<file path="src/pkg/frrc_defines.vh">
`ifndef FRRC_DEFINES_VH
`define FRRC_DEFINES_VH

// Response mode field of the reaction byte.
`define FRRC_RESP_HI 7
`define FRRC_RESP_LO 6
`define FRRC_RESP_IGNORE 2'h0
`define FRRC_RESP_RUN_DELAY 2'h1
`define FRRC_RESP_RETRY 2'h2
`define FRRC_RESP_LATCH 2'h3

// Retry count field.
`define FRRC_RETRY_HI 5
`define FRRC_RETRY_LO 3
`define FRRC_RETRY_NONE 3'h0
`define FRRC_RETRY_ENDLESS 3'h7

// Retry and delay time field.
`define FRRC_TIME_HI 2
`define FRRC_TIME_LO 0

// Reaction byte reset value.
`define FRRC_CFG_RESET 8'h00

// Time unit select codes.
`define FRRC_UNIT_1MS 2'h0
`define FRRC_UNIT_10MS 2'h1
`define FRRC_UNIT_100MS 2'h2
`define FRRC_UNIT_1S 2'h3

// Time figures in microseconds and the clock rate in MHz.
`define FRRC_CLK_MHZ 250
`define FRRC_T_1MS_US 1000
`define FRRC_T_10MS_US 10000
`define FRRC_T_100MS_US 100000
`define FRRC_T_1S_US 1000000

// Cycles per time unit, derived from the figures above.
`define FRRC_CYC_1MS (`FRRC_T_1MS_US * `FRRC_CLK_MHZ)
`define FRRC_CYC_10MS (`FRRC_T_10MS_US * `FRRC_CLK_MHZ)
`define FRRC_CYC_100MS (`FRRC_T_100MS_US * `FRRC_CLK_MHZ)
`define FRRC_CYC_1S (`FRRC_T_1S_US * `FRRC_CLK_MHZ)

// Widths of the unit and unit-count counters.
`define FRRC_TICK_W 28
`define FRRC_CNT_W 8

`endif

</file>
<file path="src/rtl/frrc_cfg_reg.v">
`default_nettype none
`include "frrc_defines.vh"

// Holds the reaction byte; read data comes out of a register.
module frrc_cfg_reg
(
   // Clock and reset.
   input wire clock_i,
   input wire rst_i,
   // Write and read port.
   input wire wr_en_i,
   input wire [7:0] wr_data_i,
   output reg [7:0] rd_data_o
);

   // The byte is held in the read register itself, so reads never lag a write.
   always @(posedge clock_i)
   begin
      if (rst_i)
      begin
         rd_data_o <= `FRRC_CFG_RESET;
      end
      else if (wr_en_i)
      begin
         rd_data_o <= wr_data_i;
      end
   end

endmodule // frrc_cfg_reg
`default_nettype wire

</file>
<file path="src/rtl/frrc_fault_ctrl.v">
// How it works
// - Retry codes 2..6 give that many restarts.
// - Retries used up: output off until cleared or until another fault's shutdown.
// - Attempt spacing is decoded count times unit.
// - Code 111 retries forever until off.
// - Time field n decodes to 2**n units.
// - Count is run-on delay or retry spacing.
// - Unit length comes from separate unit register.
// - Mode: ignore, run-on, retry, latch off.
// - Code 000 no restart, 001 one restart.
// - Clear, reset, off-on or bias loss clears.
// - Unit is 1 ms, 10 ms, 100 ms, 1 s.
`default_nettype none
`include "frrc_defines.vh"

module frrc_fault_ctrl
(
   // Clock and reset.
   input wire clock_i,
   input wire rst_i,
   // Reaction byte access from the command decoder.
   input wire cfg_wr_i,
   input wire [7:0] cfg_wdata_i,
   output wire [7:0] cfg_rdata_o,
   // Input voltage unit select, bits 5:4 of the unit register.
   input wire [1:0] unit_sel_i,
   // Warning level from the input monitor, asynchronous.
   input wire fault_i,
   // Clear sources: bit clear, clear-all command, on/off command, bias good.
   input wire clear_bit_i,
   input wire clear_all_i,
   input wire on_cmd_i,
   input wire bias_ok_i,
   // Another fault forcing shutdown.
   input wire other_shutdown_i,
   // Power stage enable and status.
   output reg out_en_o,
   output reg latched_o,
   output reg [2:0] attempts_o
);

   localparam S_RUN = 5'h01;
   localparam S_DELAY = 5'h02;
   localparam S_WAIT = 5'h04;
   localparam S_TRY = 5'h08;
   localparam S_OFF = 5'h10;

   reg [4:0] state;
   reg [4:0] next_state;
   reg fault_m;
   reg fault_s;
   reg on_q;
   reg [`FRRC_TICK_W-1:0] tick;
   reg [`FRRC_CNT_W-1:0] units;
   reg [2:0] next_attempts;
   reg timer_go;
   wire [7:0] cfg;
   wire [1:0] mode;
   wire [2:0] retries;
   wire clear;
   wire unit_done;
   wire time_done;
   wire retry_left;

   // Cycles in one time unit for the selected code.
   // The products are 32-bit integers; the longest unit still fits the tick width.
   function [`FRRC_TICK_W-1:0] unit_cycles;
      input [1:0] sel;
      reg [31:0] full;
      begin
         case (sel)
            `FRRC_UNIT_1MS: full = `FRRC_CYC_1MS;
            `FRRC_UNIT_10MS: full = `FRRC_CYC_10MS;
            `FRRC_UNIT_100MS: full = `FRRC_CYC_100MS;
            default: full = `FRRC_CYC_1S;
         endcase
         unit_cycles = full[`FRRC_TICK_W-1:0];
      end
   endfunction

   // Number of units for a time field value n, which is 2 to the n.
   function [`FRRC_CNT_W-1:0] unit_count;
      input [2:0] n;
      begin
         unit_count = 8'h01 << n;
      end
   endfunction

   frrc_cfg_reg u_cfg
   (
      .clock_i(clock_i),
      .rst_i(rst_i),
      .wr_en_i(cfg_wr_i),
      .wr_data_i(cfg_wdata_i),
      .rd_data_o(cfg)
   );

   assign cfg_rdata_o = cfg;
   assign mode = cfg[`FRRC_RESP_HI:`FRRC_RESP_LO];
   assign retries = cfg[`FRRC_RETRY_HI:`FRRC_RETRY_LO];

   // Any clear source; an on command rising after off is the off-on cycle.
   assign clear = clear_bit_i | clear_all_i | ~bias_ok_i | (on_cmd_i & ~on_q);

   // Retries remain while below the code, and always for the endless code.
   assign retry_left = (retries == `FRRC_RETRY_ENDLESS) |
      (attempts_o < retries);

   assign unit_done = (tick == unit_cycles(unit_sel_i) - 28'h1);
   assign time_done = unit_done & (units == unit_count(cfg[`FRRC_TIME_HI:`FRRC_TIME_LO]) - 8'h01);

   // The warning comes from the analogue side, so it is synchronised first.
   always @(posedge clock_i)
   begin
      if (rst_i)
      begin
         fault_m <= 1'b0;
         fault_s <= 1'b0;
         on_q <= 1'b1;
      end
      else
      begin
         fault_m <= fault_i;
         fault_s <= fault_m;
         on_q <= on_cmd_i;
      end
   end

   // Delay timer; one timer serves run-on delay and retry spacing alike.
   // It restarts when a span ends, so a retry wait that follows a run-on delay
   // directly begins from zero instead of counting on from the old span.
   always @(posedge clock_i)
   begin
      if (rst_i | ~timer_go | time_done)
      begin
         tick <= {`FRRC_TICK_W{1'b0}};
         units <= {`FRRC_CNT_W{1'b0}};
      end
      else if (unit_done)
      begin
         tick <= {`FRRC_TICK_W{1'b0}};
         units <= units + 8'h01;
      end
      else
      begin
         tick <= tick + 28'h1;
      end
   end

   // Next state; a shutdown by another fault or an off command always wins.
   always @*
   begin
      next_state = state;
      next_attempts = attempts_o;
      timer_go = 1'b0;
      case (state)
         S_RUN:
         begin
            if (fault_s & ~clear)
            begin
               case (mode)
                  `FRRC_RESP_IGNORE: next_state = S_RUN;
                  `FRRC_RESP_RUN_DELAY: next_state = S_DELAY;
                  `FRRC_RESP_RETRY: next_state = retry_left ? S_WAIT : S_OFF;
                  default: next_state = S_OFF;
               endcase
            end
         end
         S_DELAY:
         begin
            timer_go = 1'b1;
            if (~fault_s | clear)
            begin
               next_state = S_RUN;
            end
            else if (time_done)
            begin
               next_state = retry_left ? S_WAIT : S_OFF;
            end
         end
         S_WAIT:
         begin
            timer_go = 1'b1;
            if (clear)
            begin
               next_state = S_RUN;
               next_attempts = 3'h0;
            end
            else if (time_done)
            begin
               next_state = S_TRY;
               next_attempts = (attempts_o == 3'h7) ? attempts_o : attempts_o + 3'h1;
            end
         end
         S_TRY:
         begin
            // One cycle with output on, then check whether the fault is gone.
            if (~fault_s | clear)
            begin
               next_state = S_RUN;
               next_attempts = 3'h0;
            end
            else
            begin
               next_state = retry_left ? S_WAIT : S_OFF;
            end
         end
         S_OFF:
         begin
            if (clear)
            begin
               next_state = S_RUN;
               next_attempts = 3'h0;
            end
         end
         default:
         begin
            next_state = S_RUN;
         end
      endcase
      if (other_shutdown_i | ~on_cmd_i)
      begin
         next_state = S_RUN;
         next_attempts = 3'h0;
      end
   end

   // State and registered outputs; the stage is off while waiting or latched.
   always @(posedge clock_i)
   begin
      if (rst_i)
      begin
         state <= S_RUN;
         attempts_o <= 3'h0;
         out_en_o <= 1'b0;
         latched_o <= 1'b0;
      end
      else
      begin
         state <= next_state;
         attempts_o <= next_attempts;
         out_en_o <= on_cmd_i & ~other_shutdown_i &
            ((next_state == S_RUN) | (next_state == S_DELAY) | (next_state == S_TRY));
         latched_o <= (next_state == S_OFF);
      end
   end

endmodule // frrc_fault_ctrl
`default_nettype wire

</file>
<file path="config.mk">
export PLATFORM = sky130hd
export DESIGN_NAME = frrc_fault_ctrl
export DESIGN_NICKNAME = d
export VERILOG_FILES = /design/src/rtl/frrc_cfg_reg.v /design/src/rtl/frrc_fault_ctrl.v
export VERILOG_INCLUDE_DIRS = /design/src /design/src/pkg
export SDC_FILE = /design/constraint.sdc
export NUM_CORES = 1
export LEC_CHECK = 0
export BUFFER_PORTS_ARGS = -buffer_cell sky130_fd_sc_hd__buf_4
export CAP_MARGIN = 20
export CORE_ASPECT_RATIO = 1.4
export CORE_MARGIN = 3
export CORE_UTILIZATION = 64
export CTS_CLUSTER_DIAMETER = 150
export CTS_CLUSTER_SIZE = 10
export DETAILED_ROUTE_END_ITERATION = 8
export PLACE_DENSITY = 0.85
export SKIP_LAST_GASP = 1
export SLEW_MARGIN = 10
export SYNTH_ARGS = -nofsm -noshare
export SYNTH_HDL_FRONTEND = slang
export SYNTH_SLANG_ARGS = --single-unit
</file>
<file path="constraint.sdc">
create_clock -name clock_i -period 5.4 [get_ports clock_i]
set_clock_uncertainty 0.1 [all_clocks]
set_input_delay 0.81 -clock clock_i [delete_from_list [all_inputs] [get_ports clock_i]]
set_output_delay 0.81 -clock clock_i [all_outputs]
set_load 0.01 [all_outputs]
</file>
==> impl_metrics.py <==
metrics = {
    "detailed_routing": {
        "drc_errors": 0,
        "vias": 2768,
        "wire_per_inst_um": 14.5,
        "viasPerCell": 5.88,
        "drt-total-wl_um": 6850,
        "drtPass1Iterations": 4,
        "drtAntennaViolNets": 0,
        "drtIter0Drc": 175,
    },
    "layout": {
        "fill_cells": 311,
        "layout_common_cells": "61 x nor2_1, 57 x dfxtp_1, 31 x xor2_1, 31 x buf_4, 21 x nand2_1",
        "final_cell_area_um2": 3710,
        "area_growth_pct": 15.0,
        "fin_cells": 471,
        "drive_above_1_share_pct": 15.2,
        "mostFrequentLayoutCell": "nor2_1",
        "layout.nets": 437,
        "diodes": 0,
    },
    "setup_path": {
        "reg2reg_to": "attempts_o[0]",
        "cp.required_ns": 5.48,
        "criticalPathCategory": "in -> reg",
        "reg2reg_depth": 8,
        "path_delay_family": "simple AND/OR/NAND/NOR gates",
        "crit_arrival_ns": 3.85,
        "worst_setup_path_end_kind": "flip-flop",
        "path_cells": "buf_4 > inv_1 > ha_1 > inv_1 > ha_1 > xor2_1 > nand4_1 > or4_2 > nor4_1 > nand2b_1 > nor2_1",
        "worst-path-stages": 11,
        "regToRegSetupSlack_ns": 2.27,
        "critical_path.slowest_cell": "nand2b_1",
        "reg2reg_from": "tick[0]",
        "crit_buf_inv": 3,
        "worstSetupStartpointType": "input pin",
        "critical_path.max_fanout": 28,
        "cp_slowest_stage_delay_ns": 0.88,
    },
    "placement": {
        "gp_congestion": 0.934,
        "numPortBuffers": 31,
        "dp.cells": 455,
        "dp_hpwl_um": 5040,
        "post_dp_cell_area_um2": 3480,
    },
    "timing": {
        "hold_viol": 0,
        "rsz0062_at_grt": "no",
        "worstMarginPinSlew_ns": 1.08,
        "layout_min_cycle_time_ns": 3.78,
        "setup_viol": 0,
        "slew_headroom_pct": 27.8,
        "setup_tns_ns": 0,
        "fmax_mhz": 265,
        "maxSlewViolCount": 0,
        "holdWs_ns": 0.330,
        "period_share_pct": 70.0,
    },
    "clocking": {
        "cts.htree.levels": 3,
        "holdBufCountCts": 0,
        "clk_pin_slew_ns": 0.07,
        "cts-root-buf": "clkbuf_8",
        "cts_tree": "built",
        "clock_latency_ns": 0.34,
        "cts_resized": 0,
        "post_cts_buffers": 0,
        "cts_buffers": 9,
        "clock-sinks": 57,
        "clockBufferDepth": 2,
    },
    "pwr": {
        "ir_worst_vdd_mv": 0.252,
        "p_per_area_nw_per_um2": 254,
        "leakage_nw": 1.42,
        "p_total_mw": 0.943,
    },
    "logic_synthesis": {
        "synth_top_area_share_pct": 35.4,
        "post_synth_instance_area_um2": 3230,
        "ys_ff_latch": 57,
        "synth_top_family_by_area": "simple AND/OR/NAND/NOR gates",
        "ys.warnings.count": 0,
        "synth_compound_area_share_pct": 10.8,
        "synth-xor-area-share_pct": 11.9,
        "synth_fa_ha_area_share_pct": 5.43,
        "synth_ff_type": "dfxtp_1",
        "ys_top_cells_by_area": "dfxtp_1 35%, xor2_1 8.4%, nor2_1 7.1%",
        "synth_edf_count": 0,
        "avgSynthCellArea_um2": 8.58,
        "synth_nets": 409,
        "synth_cell_types": 53,
        "synth-simple-area-share_pct": 28.4,
        "async_reset_ff_share_pct": 0,
        "synthMuxAreaShare_pct": 5.08,
        "yosysTopAreaCell": "dfxtp_1",
        "synth_cells": 376,
        "ys_seq_area_share_pct": 35.4,
    },
    "min_path": {
        "worstHoldPathCells": 1,
        "worstHoldPathType": "reg -> reg",
        "min_to": "fault_s",
        "holdCritStartpoint": "fault_m",
    },
    "global_route": {
        "grt_max_degree": 29,
        "grt_util_met3_pct": 6.23,
        "met1_usage_pct": 27.1,
        "grt_pass1_vias": 2626,
        "grt_first_pass_wirelength_um": 11600,
        "grt_antenna_before_repair": 0,
        "top_usage_layer": "met2",
        "grtUsageTotal_pct": 24.7,
        "grt_remaining_overflow": 0,
        "grt_use_met2_pct": 43.8,
    },
    "outcome": {
        "status": "finished, final reports clean",
    },
    "flow_run": {
        "max-cap-violations": 0,
    },
    "floorplan": {
        "die_w_um": 66.0,
        "rows": 29,
        "die_height_um": 90.0,
        "die_area_um2": 5940,
        "io_pins": 32,
        "core-area_um2": 4680,
        "start_util_pct": 68.9,
    },
}
[flip-flops by register name, indices dropped and copies added, names as in the netlist]
signal,cells
units,8
out_en_o,1
attempts_o,3
fault_s,1
on_q,1
fault_m,1
u_cfg.rd_data_o,8
latched_o,1
state,5
tick,28
[stage by stage]
stage	utilization, %	worst slack, ns
CTS	79.3	1.64
global route	79.3	1.32
finish	79.3	1.62
detailed placement	74.4	1.29
global placement	74.4	1.39
floorplan	-	1.71
[worst reg2reg max path: stages, from the launching register on]
cell and delay, ns:
dfxtp_1 0.36, ha_1 0.21, and3_1 0.30, nand4_1 0.13, or4b_4 0.51, nor4b_4 0.59
nand3b_4 0.14, a2111oi_4 0.50, mux2i_1 0.23
[layout make-up]
type / instances / area (µm²) / share of cell area [%]
clock buffer: 11 / 151 / 4.08
clock inverter: 5 / 77.6 / 2.09
inverter: 11 / 41.3 / 1.11
multi-input combinational: 294 / 1990 / 53.6
sequential: 57 / 1140 / 30.8
tap: 62 / 77.6 / 2.09
timing repair buffer: 31 / 233 / 6.27
[report_power, final]
group	leakage (nW)	switching [mW]	total (mW)	internal (mW)
clock	0.115	0.167	0.450	0.283
sequential	0.461	0.00649	0.432	0.425
combinational	0.848	0.0300	0.0610	0.0310
total	1.42	0.204	0.943	0.739
[routing by layer]
metal  share of wire (%)  vias to the layer above
met2                  54                       75
met5                   0                        -
met3                 4.4                       13
met1                  40                     1296
li1                    -                     1384
met4                 2.1                        0
[logic make-up (layout without fill, tap and decap cells)]
family,Yosys count,in the layout
buffers and inverters,25,58
and+or+nand+nor,174,174
adders and majority gates,14,14
muxes,16,16
DFF,57,57
AOI/OAI and AO/OA,46,46
xor gates and xnor gates,44,44
[synth_stat cells, drive strengths merged (5+ instances only)]
library cell  count
a21oi             8
and2              5
and3             11
clkbuf           10
dfxtp            57
ha               14
inv              11
mux2i            13
nand2            21
nand2b            9
nand3            16
nand4            13
nor2             61
nor2b             5
nor3              9
o21ai             5
o22ai             5
or3               5
xnor2            13
xor2             31
[how the worst max path moves through the flow]
stage,startpoint,endpoint,slack (ns)
final,unit_sel_i[0],tick[14],1.62
after global routing,unit_sel_i[1],tick[17],1.32
after CTS,unit_sel_i[1],attempts_o[0],1.64
after detailed placement,unit_sel_i[1],attempts_o[0],1.29
after global placement,unit_sel_i[0],attempts_o[2],1.39
after floorplan,unit_sel_i[0],attempts_o[0],1.71
Note: power is estimated with default switching activity, not from simulation.
